<file path="src/plk_pkg.sv">
// constants for the link side of the phy to link interface
package plk_pkg;
	// control pair codes while the phy drives
	localparam logic [1:0] CTL_IDLE = 2'h0;
	localparam logic [1:0] CTL_STATUS = 2'h1;
	localparam logic [1:0] CTL_RECEIVE = 2'h2;
	localparam logic [1:0] CTL_GRANT = 2'h3;
	// control pair codes while the link drives
	localparam logic [1:0] LCTL_RELEASE = 2'h0;
	localparam logic [1:0] LCTL_HOLD = 2'h1;
	localparam logic [1:0] LCTL_TRANSMIT = 2'h2;
	localparam logic [1:0] LCTL_RSVD = 2'h3;
	// request type codes
	localparam logic [2:0] REQ_IMM = 3'h0;
	localparam logic [2:0] REQ_ISO = 3'h1;
	localparam logic [2:0] REQ_PRI = 3'h2;
	localparam logic [2:0] REQ_FAIR = 3'h3;
	localparam logic [2:0] REQ_RD = 3'h4;
	localparam logic [2:0] REQ_WR = 3'h5;
	localparam logic [2:0] REQ_ACC = 3'h6;
	localparam logic [2:0] REQ_RSVD = 3'h7;
	// bus request speed codes
	localparam logic [2:0] SPD_S100 = 3'h0;
	localparam logic [2:0] SPD_S200 = 3'h2;
	localparam logic [2:0] SPD_S400 = 3'h4;
	// request lengths in bits
	localparam int FRAME_W = 17;
	localparam int LEN_W = 5;
	localparam logic [4:0] LEN_BUS_CABLE = 5'h07;
	localparam logic [4:0] LEN_BUS_BP = 5'h0b;
	localparam logic [4:0] LEN_RD = 5'h09;
	localparam logic [4:0] LEN_WR = 5'h11;
	localparam logic [4:0] LEN_ACC = 5'h06;
	localparam logic [4:0] LEN_NONE = 5'h00;
	// data lanes in use per speed
	localparam int DATA_W = 8;
	localparam logic [3:0] LANES_S100 = 4'h2;
	localparam logic [3:0] LANES_S200 = 4'h4;
	localparam logic [3:0] LANES_S400 = 4'h8;
	// link clock edges to wait for a request bit, for checks
	localparam int BIT_WAIT_MAX = 32;
endpackage : plk_pkg

</file>
<file path="src/plk_req_ser.sv">
// serial request shifter for the request line
`timescale 1ns/100ps
module plk_req_ser #(
	parameter int FRAME_W = plk_pkg::FRAME_W,
	parameter int LEN_W = plk_pkg::LEN_W
) (
	// clock and reset
	input logic sys_clk_in,
	input logic rst_in,
	// control
	input logic bit_en_in,
	input logic start_in,
	input logic [FRAME_W-1:0] frame_in,
	input logic [LEN_W-1:0] len_in,
	// status and line
	output logic line_out,
	output logic busy_out
);
	initial begin
		if (FRAME_W < 2 || (1 << LEN_W) <= FRAME_W) $error("plk_req_ser: bad widths");
	end

	logic [FRAME_W-1:0] sh_r, sh_nxt;
	logic [LEN_W-1:0] cnt_r, cnt_nxt;
	logic line_r, line_nxt;
	logic busy;
	localparam int BIT_WAIT = plk_pkg::BIT_WAIT_MAX;

	assign busy = (cnt_r != '0) || line_r;
	assign busy_out = busy;
	assign line_out = line_r;

	always_comb begin
		sh_nxt = sh_r;
		cnt_nxt = cnt_r;
		line_nxt = line_r;
		if (start_in && !busy && len_in != '0) begin
			sh_nxt = frame_in;
			cnt_nxt = len_in;
		end else if (bit_en_in) begin
			if (cnt_r != '0) begin
				line_nxt = sh_r[FRAME_W-1];
				sh_nxt = {sh_r[FRAME_W-2:0], 1'b0};
				cnt_nxt = cnt_r - 1'b1;
			end else begin
				line_nxt = 1'b0;
			end
		end
	end

	always_ff @(posedge sys_clk_in) begin
		if (rst_in) begin
			sh_r <= '0;
			cnt_r <= '0;
			line_r <= 1'b0;
		end else begin
			sh_r <= sh_nxt;
			cnt_r <= cnt_nxt;
			line_r <= line_nxt;
		end
	end
endmodule : plk_req_ser

</file>
<file path="src/plk_link.sv">
// link side of the phy to link interface
`timescale 1ns/100ps
module plk_link (
	// clock and reset
	input logic sys_clk_in,
	input logic rst_in,
	// phy side pins
	input logic phy_supplied_clock_in,
	input logic [1:0] link_control_pair_in,
	output logic [1:0] link_control_pair_out,
	output logic link_control_pair_oe_out,
	input logic [7:0] link_data_lanes_in,
	output logic [7:0] link_data_lanes_out,
	output logic link_data_lanes_oe_out,
	output logic link_service_request_line_out,
	output logic link_power_indicator_out,
	// power state
	input logic power_on_in,
	// service requests
	input logic req_valid_in,
	input logic [2:0] req_type_in,
	input logic [2:0] req_speed_in,
	input logic [3:0] req_addr_in,
	input logic [7:0] req_data_in,
	input logic [3:0] req_prio_in,
	input logic req_backplane_in,
	input logic req_accel_en_in,
	output logic req_ready_out,
	// transmit bytes
	input logic tx_valid_in,
	input logic [7:0] tx_data_in,
	input logic tx_last_in,
	input logic tx_concat_in,
	output logic tx_ready_out,
	// status and receive symbols
	output logic rx_strobe_out,
	output logic rx_status_out,
	output logic [7:0] rx_data_out
);
	typedef enum logic [1:0] {ST_OFF, ST_HOLD, ST_TX, ST_REL} plk_state_t;

	function automatic logic [3:0] lanes_of(input logic [2:0] spd);
		if (spd == plk_pkg::SPD_S400) lanes_of = plk_pkg::LANES_S400;
		else if (spd == plk_pkg::SPD_S200) lanes_of = plk_pkg::LANES_S200;
		else lanes_of = plk_pkg::LANES_S100;
	endfunction : lanes_of

	function automatic logic [7:0] chunk(input logic [7:0] sh, input logic [3:0] w);
		if (w == plk_pkg::LANES_S400) chunk = sh;
		else if (w == plk_pkg::LANES_S200) chunk = {4'hf, sh[7:4]};
		else chunk = {6'h3f, sh[7:6]};
	endfunction : chunk

	function automatic logic [7:0] shl(input logic [7:0] sh, input logic [3:0] w);
		if (w == plk_pkg::LANES_S400) shl = 8'h00;
		else if (w == plk_pkg::LANES_S200) shl = {sh[3:0], 4'h0};
		else shl = {sh[5:0], 2'h0};
	endfunction : shl

	function automatic logic [2:0] chunks_of(input logic [3:0] w);
		if (w == plk_pkg::LANES_S400) chunks_of = 3'h0;
		else if (w == plk_pkg::LANES_S200) chunks_of = 3'h1;
		else chunks_of = 3'h3;
	endfunction : chunks_of

	// synchronisers for pins on the interface clock
	logic [2:0] ck_s;
	logic [1:0] ctl_s0, ctl_s1;
	logic [7:0] dat_s0, dat_s1;
	logic ph_en;

	always_ff @(posedge sys_clk_in) begin
		if (rst_in) begin
			ck_s <= 3'h0;
			ctl_s0 <= 2'h0;
			ctl_s1 <= 2'h0;
			dat_s0 <= 8'h00;
			dat_s1 <= 8'h00;
		end else begin
			ck_s <= {ck_s[1:0], phy_supplied_clock_in};
			ctl_s0 <= link_control_pair_in;
			ctl_s1 <= ctl_s0;
			dat_s0 <= link_data_lanes_in;
			dat_s1 <= dat_s0;
		end
	end
	assign ph_en = ck_s[1] & ~ck_s[2];

	// request framing
	logic req_take, ser_busy;
	logic [21:0] req_fr;

	function automatic logic [21:0] build(input logic [2:0] t, input logic [2:0] spd,
		input logic [3:0] a, input logic [7:0] d, input logic [3:0] p, input logic bp,
		input logic acc);
		if (t <= plk_pkg::REQ_FAIR) begin
			if (bp) build = {plk_pkg::LEN_BUS_BP, 1'b1, t, spd, p, 6'h00};
			else build = {plk_pkg::LEN_BUS_CABLE, 1'b1, t, spd, 4'h0, 6'h00};
		end else if (t == plk_pkg::REQ_RD) begin
			build = {plk_pkg::LEN_RD, 1'b1, t, a, 9'h000};
		end else if (t == plk_pkg::REQ_WR) begin
			build = {plk_pkg::LEN_WR, 1'b1, t, a, d, 1'b0};
		end else if (t == plk_pkg::REQ_ACC) begin
			build = {plk_pkg::LEN_ACC, 1'b1, t, acc, 12'h000};
		end else begin
			build = {plk_pkg::LEN_NONE, 17'h00000};
		end
	endfunction : build

	assign req_take = req_valid_in && req_ready_out && link_power_indicator_out;
	assign req_fr = build(req_type_in, req_speed_in, req_addr_in, req_data_in, req_prio_in,
		req_backplane_in, req_accel_en_in);

	plk_req_ser u_ser (
		.sys_clk_in(sys_clk_in),
		.rst_in(rst_in),
		.bit_en_in(ph_en),
		.start_in(req_take),
		.frame_in(req_fr[16:0]),
		.len_in(req_fr[21:17]),
		.line_out(link_service_request_line_out),
		.busy_out(ser_busy)
	);

	// bus ownership, transmit and receive
	plk_state_t state_r, state_nxt;
	logic [1:0] ctl_r, ctl_nxt;
	logic oe_r, oe_nxt;
	logic [7:0] dout_r, dout_nxt, sh_r, sh_nxt, buf_r, buf_nxt;
	logic [2:0] chunks_r, chunks_nxt;
	logic last_r, last_nxt, cat_r, cat_nxt, bl_r, bl_nxt, bc_r, bc_nxt;
	logic bfull_r, bfull_nxt, txrdy_r, txrdy_nxt, rqrdy_r, rqrdy_nxt;
	logic [3:0] width_r, width_nxt;
	logic rxs_r, rxs_nxt, rxst_r, rxst_nxt, pwr_r, pwr_nxt;
	logic [7:0] rxd_r, rxd_nxt;

	always_comb begin
		state_nxt = state_r;
		ctl_nxt = ctl_r;
		oe_nxt = oe_r;
		dout_nxt = dout_r;
		sh_nxt = sh_r;
		chunks_nxt = chunks_r;
		last_nxt = last_r;
		cat_nxt = cat_r;
		buf_nxt = buf_r;
		bl_nxt = bl_r;
		bc_nxt = bc_r;
		bfull_nxt = bfull_r;
		width_nxt = width_r;
		rxs_nxt = 1'b0;
		rxst_nxt = rxst_r;
		rxd_nxt = rxd_r;
		pwr_nxt = power_on_in;
		rqrdy_nxt = !ser_busy && !req_take && power_on_in;
		if (req_take && req_type_in <= plk_pkg::REQ_FAIR) begin
			width_nxt = lanes_of(req_speed_in);
		end
		if (tx_valid_in && txrdy_r) begin
			buf_nxt = tx_data_in;
			bl_nxt = tx_last_in;
			bc_nxt = tx_concat_in;
			bfull_nxt = 1'b1;
		end
		if (!pwr_r) begin
			state_nxt = ST_OFF;
			oe_nxt = 1'b0;
			bfull_nxt = 1'b0;
		end else if (ph_en) begin
			case (state_r)
				ST_OFF: begin
					if (ctl_s1 == plk_pkg::CTL_GRANT) begin
						state_nxt = ST_HOLD;
						oe_nxt = 1'b1;
						ctl_nxt = plk_pkg::LCTL_HOLD;
						dout_nxt = chunk(8'h00, width_r);
					end else if (ctl_s1 == plk_pkg::CTL_STATUS ||
						ctl_s1 == plk_pkg::CTL_RECEIVE) begin
						rxs_nxt = 1'b1;
						rxst_nxt = (ctl_s1 == plk_pkg::CTL_STATUS);
						rxd_nxt = dat_s1;
					end
				end
				ST_HOLD, ST_TX: begin
					if (state_r == ST_TX && chunks_r != 3'h0) begin
						sh_nxt = shl(sh_r, width_r);
						chunks_nxt = chunks_r - 3'h1;
						dout_nxt = chunk(sh_nxt, width_r);
					end else if (state_r == ST_TX && last_r) begin
						state_nxt = cat_r ? ST_HOLD : ST_REL;
						ctl_nxt = cat_r ? plk_pkg::LCTL_HOLD : plk_pkg::LCTL_RELEASE;
						dout_nxt = chunk(8'h00, width_r);
						last_nxt = 1'b0;
					end else if (bfull_r) begin
						state_nxt = ST_TX;
						ctl_nxt = plk_pkg::LCTL_TRANSMIT;
						sh_nxt = buf_r;
						chunks_nxt = chunks_of(width_r);
						dout_nxt = chunk(buf_r, width_r);
						last_nxt = bl_r;
						cat_nxt = bc_r;
						bfull_nxt = 1'b0;
					end else begin
						state_nxt = ST_HOLD;
						ctl_nxt = plk_pkg::LCTL_HOLD;
						dout_nxt = chunk(8'h00, width_r);
					end
				end
				ST_REL: begin
					state_nxt = ST_OFF;
					oe_nxt = 1'b0;
				end
				default: begin
					state_nxt = ST_OFF;
					oe_nxt = 1'b0;
				end
			endcase
		end
		txrdy_nxt = !bfull_nxt && pwr_r;
	end

	always_ff @(posedge sys_clk_in) begin
		if (rst_in) begin
			state_r <= ST_OFF;
			ctl_r <= plk_pkg::LCTL_RELEASE;
			oe_r <= 1'b0;
			dout_r <= 8'h00;
			sh_r <= 8'h00;
			chunks_r <= 3'h0;
			last_r <= 1'b0;
			cat_r <= 1'b0;
			buf_r <= 8'h00;
			bl_r <= 1'b0;
			bc_r <= 1'b0;
			bfull_r <= 1'b0;
			txrdy_r <= 1'b0;
			rqrdy_r <= 1'b0;
			width_r <= plk_pkg::LANES_S100;
			rxs_r <= 1'b0;
			rxst_r <= 1'b0;
			rxd_r <= 8'h00;
			pwr_r <= 1'b0;
		end else begin
			state_r <= state_nxt;
			ctl_r <= ctl_nxt;
			oe_r <= oe_nxt;
			dout_r <= dout_nxt;
			sh_r <= sh_nxt;
			chunks_r <= chunks_nxt;
			last_r <= last_nxt;
			cat_r <= cat_nxt;
			buf_r <= buf_nxt;
			bl_r <= bl_nxt;
			bc_r <= bc_nxt;
			bfull_r <= bfull_nxt;
			txrdy_r <= txrdy_nxt;
			rqrdy_r <= rqrdy_nxt;
			width_r <= width_nxt;
			rxs_r <= rxs_nxt;
			rxst_r <= rxst_nxt;
			rxd_r <= rxd_nxt;
			pwr_r <= pwr_nxt;
		end
	end

	assign link_control_pair_out = ctl_r;
	assign link_control_pair_oe_out = oe_r;
	assign link_data_lanes_out = dout_r;
	assign link_data_lanes_oe_out = oe_r;
	assign link_power_indicator_out = pwr_r;
	assign req_ready_out = rqrdy_r;
	assign tx_ready_out = txrdy_r;
	assign rx_strobe_out = rxs_r;
	assign rx_status_out = rxst_r;
	assign rx_data_out = rxd_r;
endmodule : plk_link

</file>
<file path="config.mk">
export PLATFORM = sky130hd
export DESIGN_NAME = plk_link
export DESIGN_NICKNAME = d
export VERILOG_FILES = /design/src/plk_pkg.sv /design/src/plk_req_ser.sv /design/src/plk_link.sv
export SDC_FILE = /design/constraint.sdc
export NUM_CORES = 1
export LEC_CHECK = 0
export ABC_AREA = 1
export BUFFER_PORTS_ARGS = -buffer_cell sky130_fd_sc_hd__buf_2
export CORE_UTILIZATION = 40
export DETAILED_ROUTE_END_ITERATION = 8
export HOLD_SLACK_MARGIN = 0.1
export PLACE_DENSITY = 0.67
export SYNTH_ARGS = -nofsm -noshare
export SYNTH_HDL_FRONTEND = slang
export SYNTH_SLANG_ARGS = --single-unit
</file>
<file path="constraint.sdc">
create_clock -name sys_clk_in -period 1.8 [get_ports sys_clk_in]
set_clock_uncertainty 0.2 [all_clocks]
set_input_delay 0.27 -clock sys_clk_in [delete_from_list [all_inputs] [get_ports sys_clk_in]]
set_output_delay 0.27 -clock sys_clk_in [all_outputs]
set_load 0.03 [all_outputs]
</file>
==> results of run 1 <==
critical path, cell delays in order, from the launching register on:
cell and delay, ps:
dfxtp_2 330, inv_2 70, ha_4 130, inv_2 40
nor2_4 110, nand3_2 110, nor2_4 220, clkbuf_16 210
nand3_2 50, nand2_1 80, inv_1 40, nor2_1 80
state kept, by name (all words and copies together), names as in the netlist, 5 cells and up:
register and count:
rx_data_out 8, dat_s0 8, sh_r 6, u_ser.sh_r 16, link_data_lanes_out 8, buf_r 8, u_ser.cnt_r 5, dat_s1 8
final cells by class:
cell class	count	share of cell area
timing repair inverter	2	0.00259
clock inverter	5	0.00993
inverter	95	0.0628
timing repair buffer	143	0.184
multi-input combinational	415	0.355
tap	136	0.0294
sequential	96	0.333
clock buffer	10	0.0237
through the flow:
| step | cells | util |
|---|---|---|
| final | 902 | 0.556 |
| after global routing | 902 | 0.556 |
| after detailed placement | 838 | 0.473 |
| after floorplan | 629 | - |
| after CTS | 896 | 0.533 |
| after global placement | 838 | 0.473 |
synthesized netlist by cell type, drive strengths merged:
master and n:
nor2 133, nand2 119, dfxtp 96, inv 93, o21ai 54, a21oi 39
nand3 37, clkbuf 12, buf 11, ha 9, nand4 9, clkinv 2
nor3 2, o21bai 2, xor2 2, a211oi 1, a21boi 1, a31oi 1
nand3b 1, nor4 1, o211ai 1, o22ai 1, or2 1, xnor2 1
final timing paths:
| path | from | to | slack [ps] | cells after the start |
|---|---|---|---|---|
| max | u_ser.cnt_r[0] | u_ser.sh_r[8] | 40 | 11 |
| min | req_valid_in | req_ready_out | 110 | 4 |
| max reg2reg | u_ser.cnt_r[0] | u_ser.sh_r[8] | 40 | 11 |
| min reg2reg | dat_s0[5] | dat_s1[5] | 200 | 2 |
logic make-up (layout without fill, tap and decap cells):
kind of cell / count (synthesis) / count (layout)
adders and majority gates: 9 / 9
and+or+nand+nor: 303 / 303
DFF: 96 / 96
buffers and inverters: 118 / 255
AOI/OAI and AO/OA: 100 / 100
xor gates and xnor gates: 3 / 3
per-layer routing:
layer	GRT usage	up-vias
met5	0	-
met4	0.104	0
met3	0.0276	20
met2	0.362	116
met1	0.236	1957
li1	-	2224
power groups by stage:
stage	Clock [uW]	Sequential (uW)	Combinational [uW]
after floorplan	0	2270	209
after global placement	0	2260	342
after detailed placement	0	2260	348
after CTS	1440	2210	418
after global routing	1530	2220	520
final	1420	2210	466
timing repair:
action                                  CTS  global route
pin swaps                                 0            10
endpoints found under the setup margin   15            48
setup buffers                             0             4
hold buffers                             41             0
gates cloned                              2             2
hold endpoints to repair                 39             0
gates resized for setup                   3            59
==> metrics, run 1 <==
status=complete, no violations; critical setup path kind=register to register; Top Metal Used=met4; met2 WL post-DR=5740 um; total track usage=0.203; Max Cap Violations=0; clk slew on worst S/H paths=approximately 100 ps; post-synthesis mux area share=0; period utilization=0.976; CTS tree=yes; dpl ws=-119 ps; simple-gate share of the synthesized area=0.293; IO Count=76; via count=4317; worst min-delay path category=input port to register; starting density of the core=0.415; Layout area overhead=34.0%; Worst VDD drop=423 uV; Data arrival, critical path=1870 ps; final instance area=slightly below 0.006 mm2; WL met3=458 um; Combinational Power Share=0.114; crit path time final=1760 ps; measured slew at the worst slew-check pin=about 460 ps; post-route ant nets=0; share of cells above drive strength 1=0.225; Fin. Hold Viols=0; fillers=980; Sw Ratio=0.251; full die area=~0.011 mm2; Area after DPL=0.00493 mm2; final-report max-slew violation count=0; clock buffer depth=2; YS warnings=0; xor/xnor share of the synthesized area=0.00608; commonest cells after routing, fill and taps aside=121 x nor2_1, 106 x nand2_1, 91 x dfxtp_1; Finish-stage setup viols=0; Reg area=0.00193 mm2; PnR worst setup slack=42.7 ps; FMAX=0.569 GHz; post-synthesis sequential area ratio=0.444; starting DRC count in detailed routing=roughly 180; CTS H-tree lvls=3; Yosys top cell by area=dfxtp_1; library cells used by synthesis=32; Critical Path End Type=register; global-route wire length before repair=18200 um; crit start category=register; Setup TNS Final=0 ps; mapped cell area=0.00432 mm2; Post-Route Hold Slack=around 110 ps; Synth Instances=629; Flop pwr share=0.540; initial antenna violation count=0; Root Buffer=clkbuf_8; Internal=around 3100 uW; P_leak=0.00274 uW; Area contributors post-synth=dfxtp_1 44%, nor2_1 11%, nand2_1 9.9%, inv_1 7.6%, o21ai_0 5.7%; critical path peak fanout=11; FP Rows=37; DPL Wire Length=7320 um; DRC Markers=0; Max-Slew Margin vs Limit=0.694; Final Total Pwr=4100 uW; vias in the first global route=4084; area fraction of the dominant cell type after synthesis=0.444; vias per cell=around 4.8; RSZ-0062 raised after global routing=yes; Die X=106 um; Worst-Skew Late Latency=370 ps; Clk pwr share=0.347; total CTS buffers=9; diode count=0; Die Span Y=106 um; complex-gate fraction of the synthesized area=0.120; Core ar.=0.0104 mm2; wl on met1=about 4900 um; flops & latches, synth=96; Synth Net Count=688; most common cell after layout, fill and taps aside=nor2_1; DRT Wirelength=11400 um; fin nets=slightly above 800; area of the multi-input gates=0.00206 mm2; routability cong.=0.877; GRT Residual Overflow=0; port bufs=75; worst path required time=1910 ps; pin count of the biggest net entering global routing=44; Clock Sinks=96; Post-Synth Adder-Cell Area=0.0260; NetSw=between 1000 and 1500 uW; First-pass DRT Iterations=5; P per Cell Area=slightly above 700 mW/mm2; WL/cell=between 10 and 15 um; Mean Syn Cell Area=6.87 um2; main combinational cell family by area after synthesis=simple AND/OR/NAND/NOR gates
No activity file was read; power rests on OpenSTA's default activity.
==> inputs of run 2 (changes only) <==
--- a/config.mk
+++ b/config.mk
@@ -10,7 +10,7 @@
 export CORE_UTILIZATION = 40
 export DETAILED_ROUTE_END_ITERATION = 8
 export HOLD_SLACK_MARGIN = 0.1
-export PLACE_DENSITY = 0.67
+export PLACE_DENSITY = 0.64
 export SYNTH_ARGS = -nofsm -noshare
 export SYNTH_HDL_FRONTEND = slang
 export SYNTH_SLANG_ARGS = --single-unit
==> constraint.sdc (replaced) <==
create_clock -name sys_clk_in -period 2.1 [get_ports sys_clk_in]
set_clock_uncertainty 0.2 [all_clocks]
set_input_delay 0.315 -clock sys_clk_in [delete_from_list [all_inputs] [get_ports sys_clk_in]]
set_output_delay 0.315 -clock sys_clk_in [all_outputs]
set_load 0.03 [all_outputs]
==> run 2 against run 1 <==
Maximum frequency fell by 11%. Flip-flop and latch count did not move. Critical path type unchanged. Combinational power fell by 27%.
==> metrics, run 2 (same netlist as run 1, synthesis figures left out) <==
period utilization=0.935 (-0.0412); Biggest register=u_ser.sh_r; reg2reg path depth=9 (-2); P_leak=0.00260 uW (-5.0%); FF-to-FF Start=state_r[1]; global-route wire length before repair=17300 um (-4.9%); Worst-Skew Late Latency=370 ps (about the same); critical path peak fanout=9 (-2); share of cells above drive strength 1=0.163 (-0.0615); total track usage=0.193 (-0.00945); Data arrival, critical path=2030 ps (+160 ps); clk slew on worst S/H paths=90 ps (about the same); Fin. Hold Viols=0 (unchanged); Core ar.=0.0104 mm2 (unchanged); Finish-stage setup viols=0 (unchanged); Flop pwr share=0.513 (-0.027); Die X=106 um (unchanged); Critical Path Slowest Stage Cell=dfxtp_1; most common cell after layout, fill and taps aside=nor2_1; Clk pwr share=0.395 (+0.048); measured slew at the worst slew-check pin=487 ps (+28.2 ps); CTS tree=yes; Sw Ratio=0.230 (-0.0209); GRT Residual Overflow=0 (unchanged); setup bufs post-CTS=0 (unchanged); Hold EP=width_r[3]; total CTS buffers=9 (unchanged); Worst R2R Setup Slack=140 ps (+90 ps); full die area=0.0112 mm2 (unchanged); Largest register FFs=16 (unchanged); Worst VDD drop=350 uV (-17%); PnR worst setup slack=136 ps (+93.7 ps); P per Cell Area=679 mW/mm2 (-4.0%); hold depth=4 (unchanged); Post-Route Hold Slack=121 ps (+9.52 ps); Layout area overhead=25.9%; port bufs=75 (unchanged); DRC Markers=0 (unchanged); hold_sp=req_speed_in[1]; post-route ant nets=0 (unchanged); dpl ws=148 ps (+267 ps); pin count of the biggest net entering global routing=44 (unchanged); Setup TNS Final=0 ps (unchanged); max incr delay on CP=390 ps (+60 ps); via count=4152 (-3.8%); Root Buffer=clkbuf_8; crit start category=register; Worst path most repeated cell=nor2_1; WL/cell=11.9 um (-5.8%); starting density of the core=0.415 (unchanged); routability cong.=0.833 (-4.9%); FMAX=0.509 GHz (-11%); RSZ-0062 raised after global routing=no; diode count=0 (unchanged); final-report max-slew violation count=0 (unchanged); Critical Path End Type=register; First-pass DRT Iterations=6 (+1); crit path time final=1960 ps (+206 ps); status=complete, no violations; IO Count=76 (unchanged); initial antenna violation count=0 (unchanged); fillers=1028 (+4.9%); commonest cells after routing, fill and taps aside=127 x nor2_1, 114 x nand2_1, 96 x dfxtp_1; fin nets=796 (-3.0%); Die Span Y=106 um (unchanged); starting DRC count in detailed routing=181 (-1.1%); critical setup path kind=register to register; worst path required time=2160 ps (+250 ps); worst min-delay path category=input port to register; DPL Wire Length=7420 um (+1.3%); CTS H-tree lvls=3 (unchanged); NetSw=851 uW (-17%); Final Non-Filler Cells=878 (-2.7%); worst r2r dst=link_data_lanes_out[5]; Combinational Power Share=0.092 (-0.022); crit path cell chain=inv_1 -> ha_2 -> nor2_1 -> nor2_1 -> nand2_1 -> inv_2 -> nand2_1 -> a21oi_1 -> nor2_1; Clock Sinks=96 (unchanged); clock buffer depth=2 (unchanged); Internal=2840 uW (-7.3%); vias in the first global route=3884 (-4.9%); placed cells=829 (-1.1%); Max Cap Violations=0 (unchanged); Max-Slew Margin vs Limit=0.674 (-0.0200); vias per cell=4.73 (-1.2%); FP Rows=37 (unchanged); DRT Wirelength=10400 um (-8.3%)
run 2: changes by cell type in the layout (fill, tap and decap cells not counted), sizes merged:
cell         change
dlygate4sd3      -8
clkinv           +1
clkbuf           -1
bufinv           +2
buf             -13
clkinvlp         -5
run 2: power groups by stage:
stage | Combinational (uW) | Sequential (uW) | Clock (uW)
final | 341 | 1890 | 1460
after global routing | 384 | 1900 | 1570
after CTS | 342 | 1900 | 1490
after detailed placement | 294 | 1940 | 0
after global placement | 289 | 1940 | 0
after floorplan | 179 | 1940 | 0
run 2: layout make-up:
class | count | area [um2] | share of cell area
clock buffer | 11 | 141 | 0.0260
clock inverter | 5 | 104 | 0.0191
inverter | 95 | 359 | 0.0660
multi-input combinational | 415 | 1930 | 0.354
sequential | 96 | 1920 | 0.353
tap | 136 | 170 | 0.0313
timing repair buffer | 120 | 821 | 0.151
run 2: worst max-delay path, delay by kind of cell (launching register included):
family,cells,cell delay [ps]
simple gates,5,490
flops,1,390
fa+ha+maj,1,390
buf+inv,2,240
compound gates,1,150
run 2: worst max-delay path by stage:
stage / start / to / slack, ps / depth (start not counted)
after floorplan: state_r[1] / cat_r / 370 / 10
after CTS: state_r[1] / link_data_lanes_out[5] / 130 / 9
after detailed placement: state_r[1] / cat_r / 150 / 9
after global placement: state_r[1] / link_control_pair_out[0] / 200 / 9
after global routing: state_r[0] / chunks_r[0] / 2 / 8
final: state_r[1] / link_data_lanes_out[5] / 140 / 9
run 2: stage by stage:
stage,cell area (um2),power [uW],utilization
after floorplan,4320,2120,-
after global placement,4860,2220,0.467
after detailed placement,4860,2230,0.467
after CTS,5440,3730,0.522
after global routing,5440,3860,0.523
final,5440,3700,0.523
run 2: timing repair:
item | in CTS | in global routing
gates resized for setup | 0 | 2
hold buffers | 33 | 0
hold endpoints to repair | 34 | 0
endpoints found under the setup margin | 0 | 3
run 2: per-layer routing:
metal	share of wire	GRT usage	up-vias
li1	-	-	2167
met1	0.46	0.231	1891
met2	0.49	0.340	82
met3	0.039	0.0405	12
met4	0.014	0.0724	0
met5	0	0	-
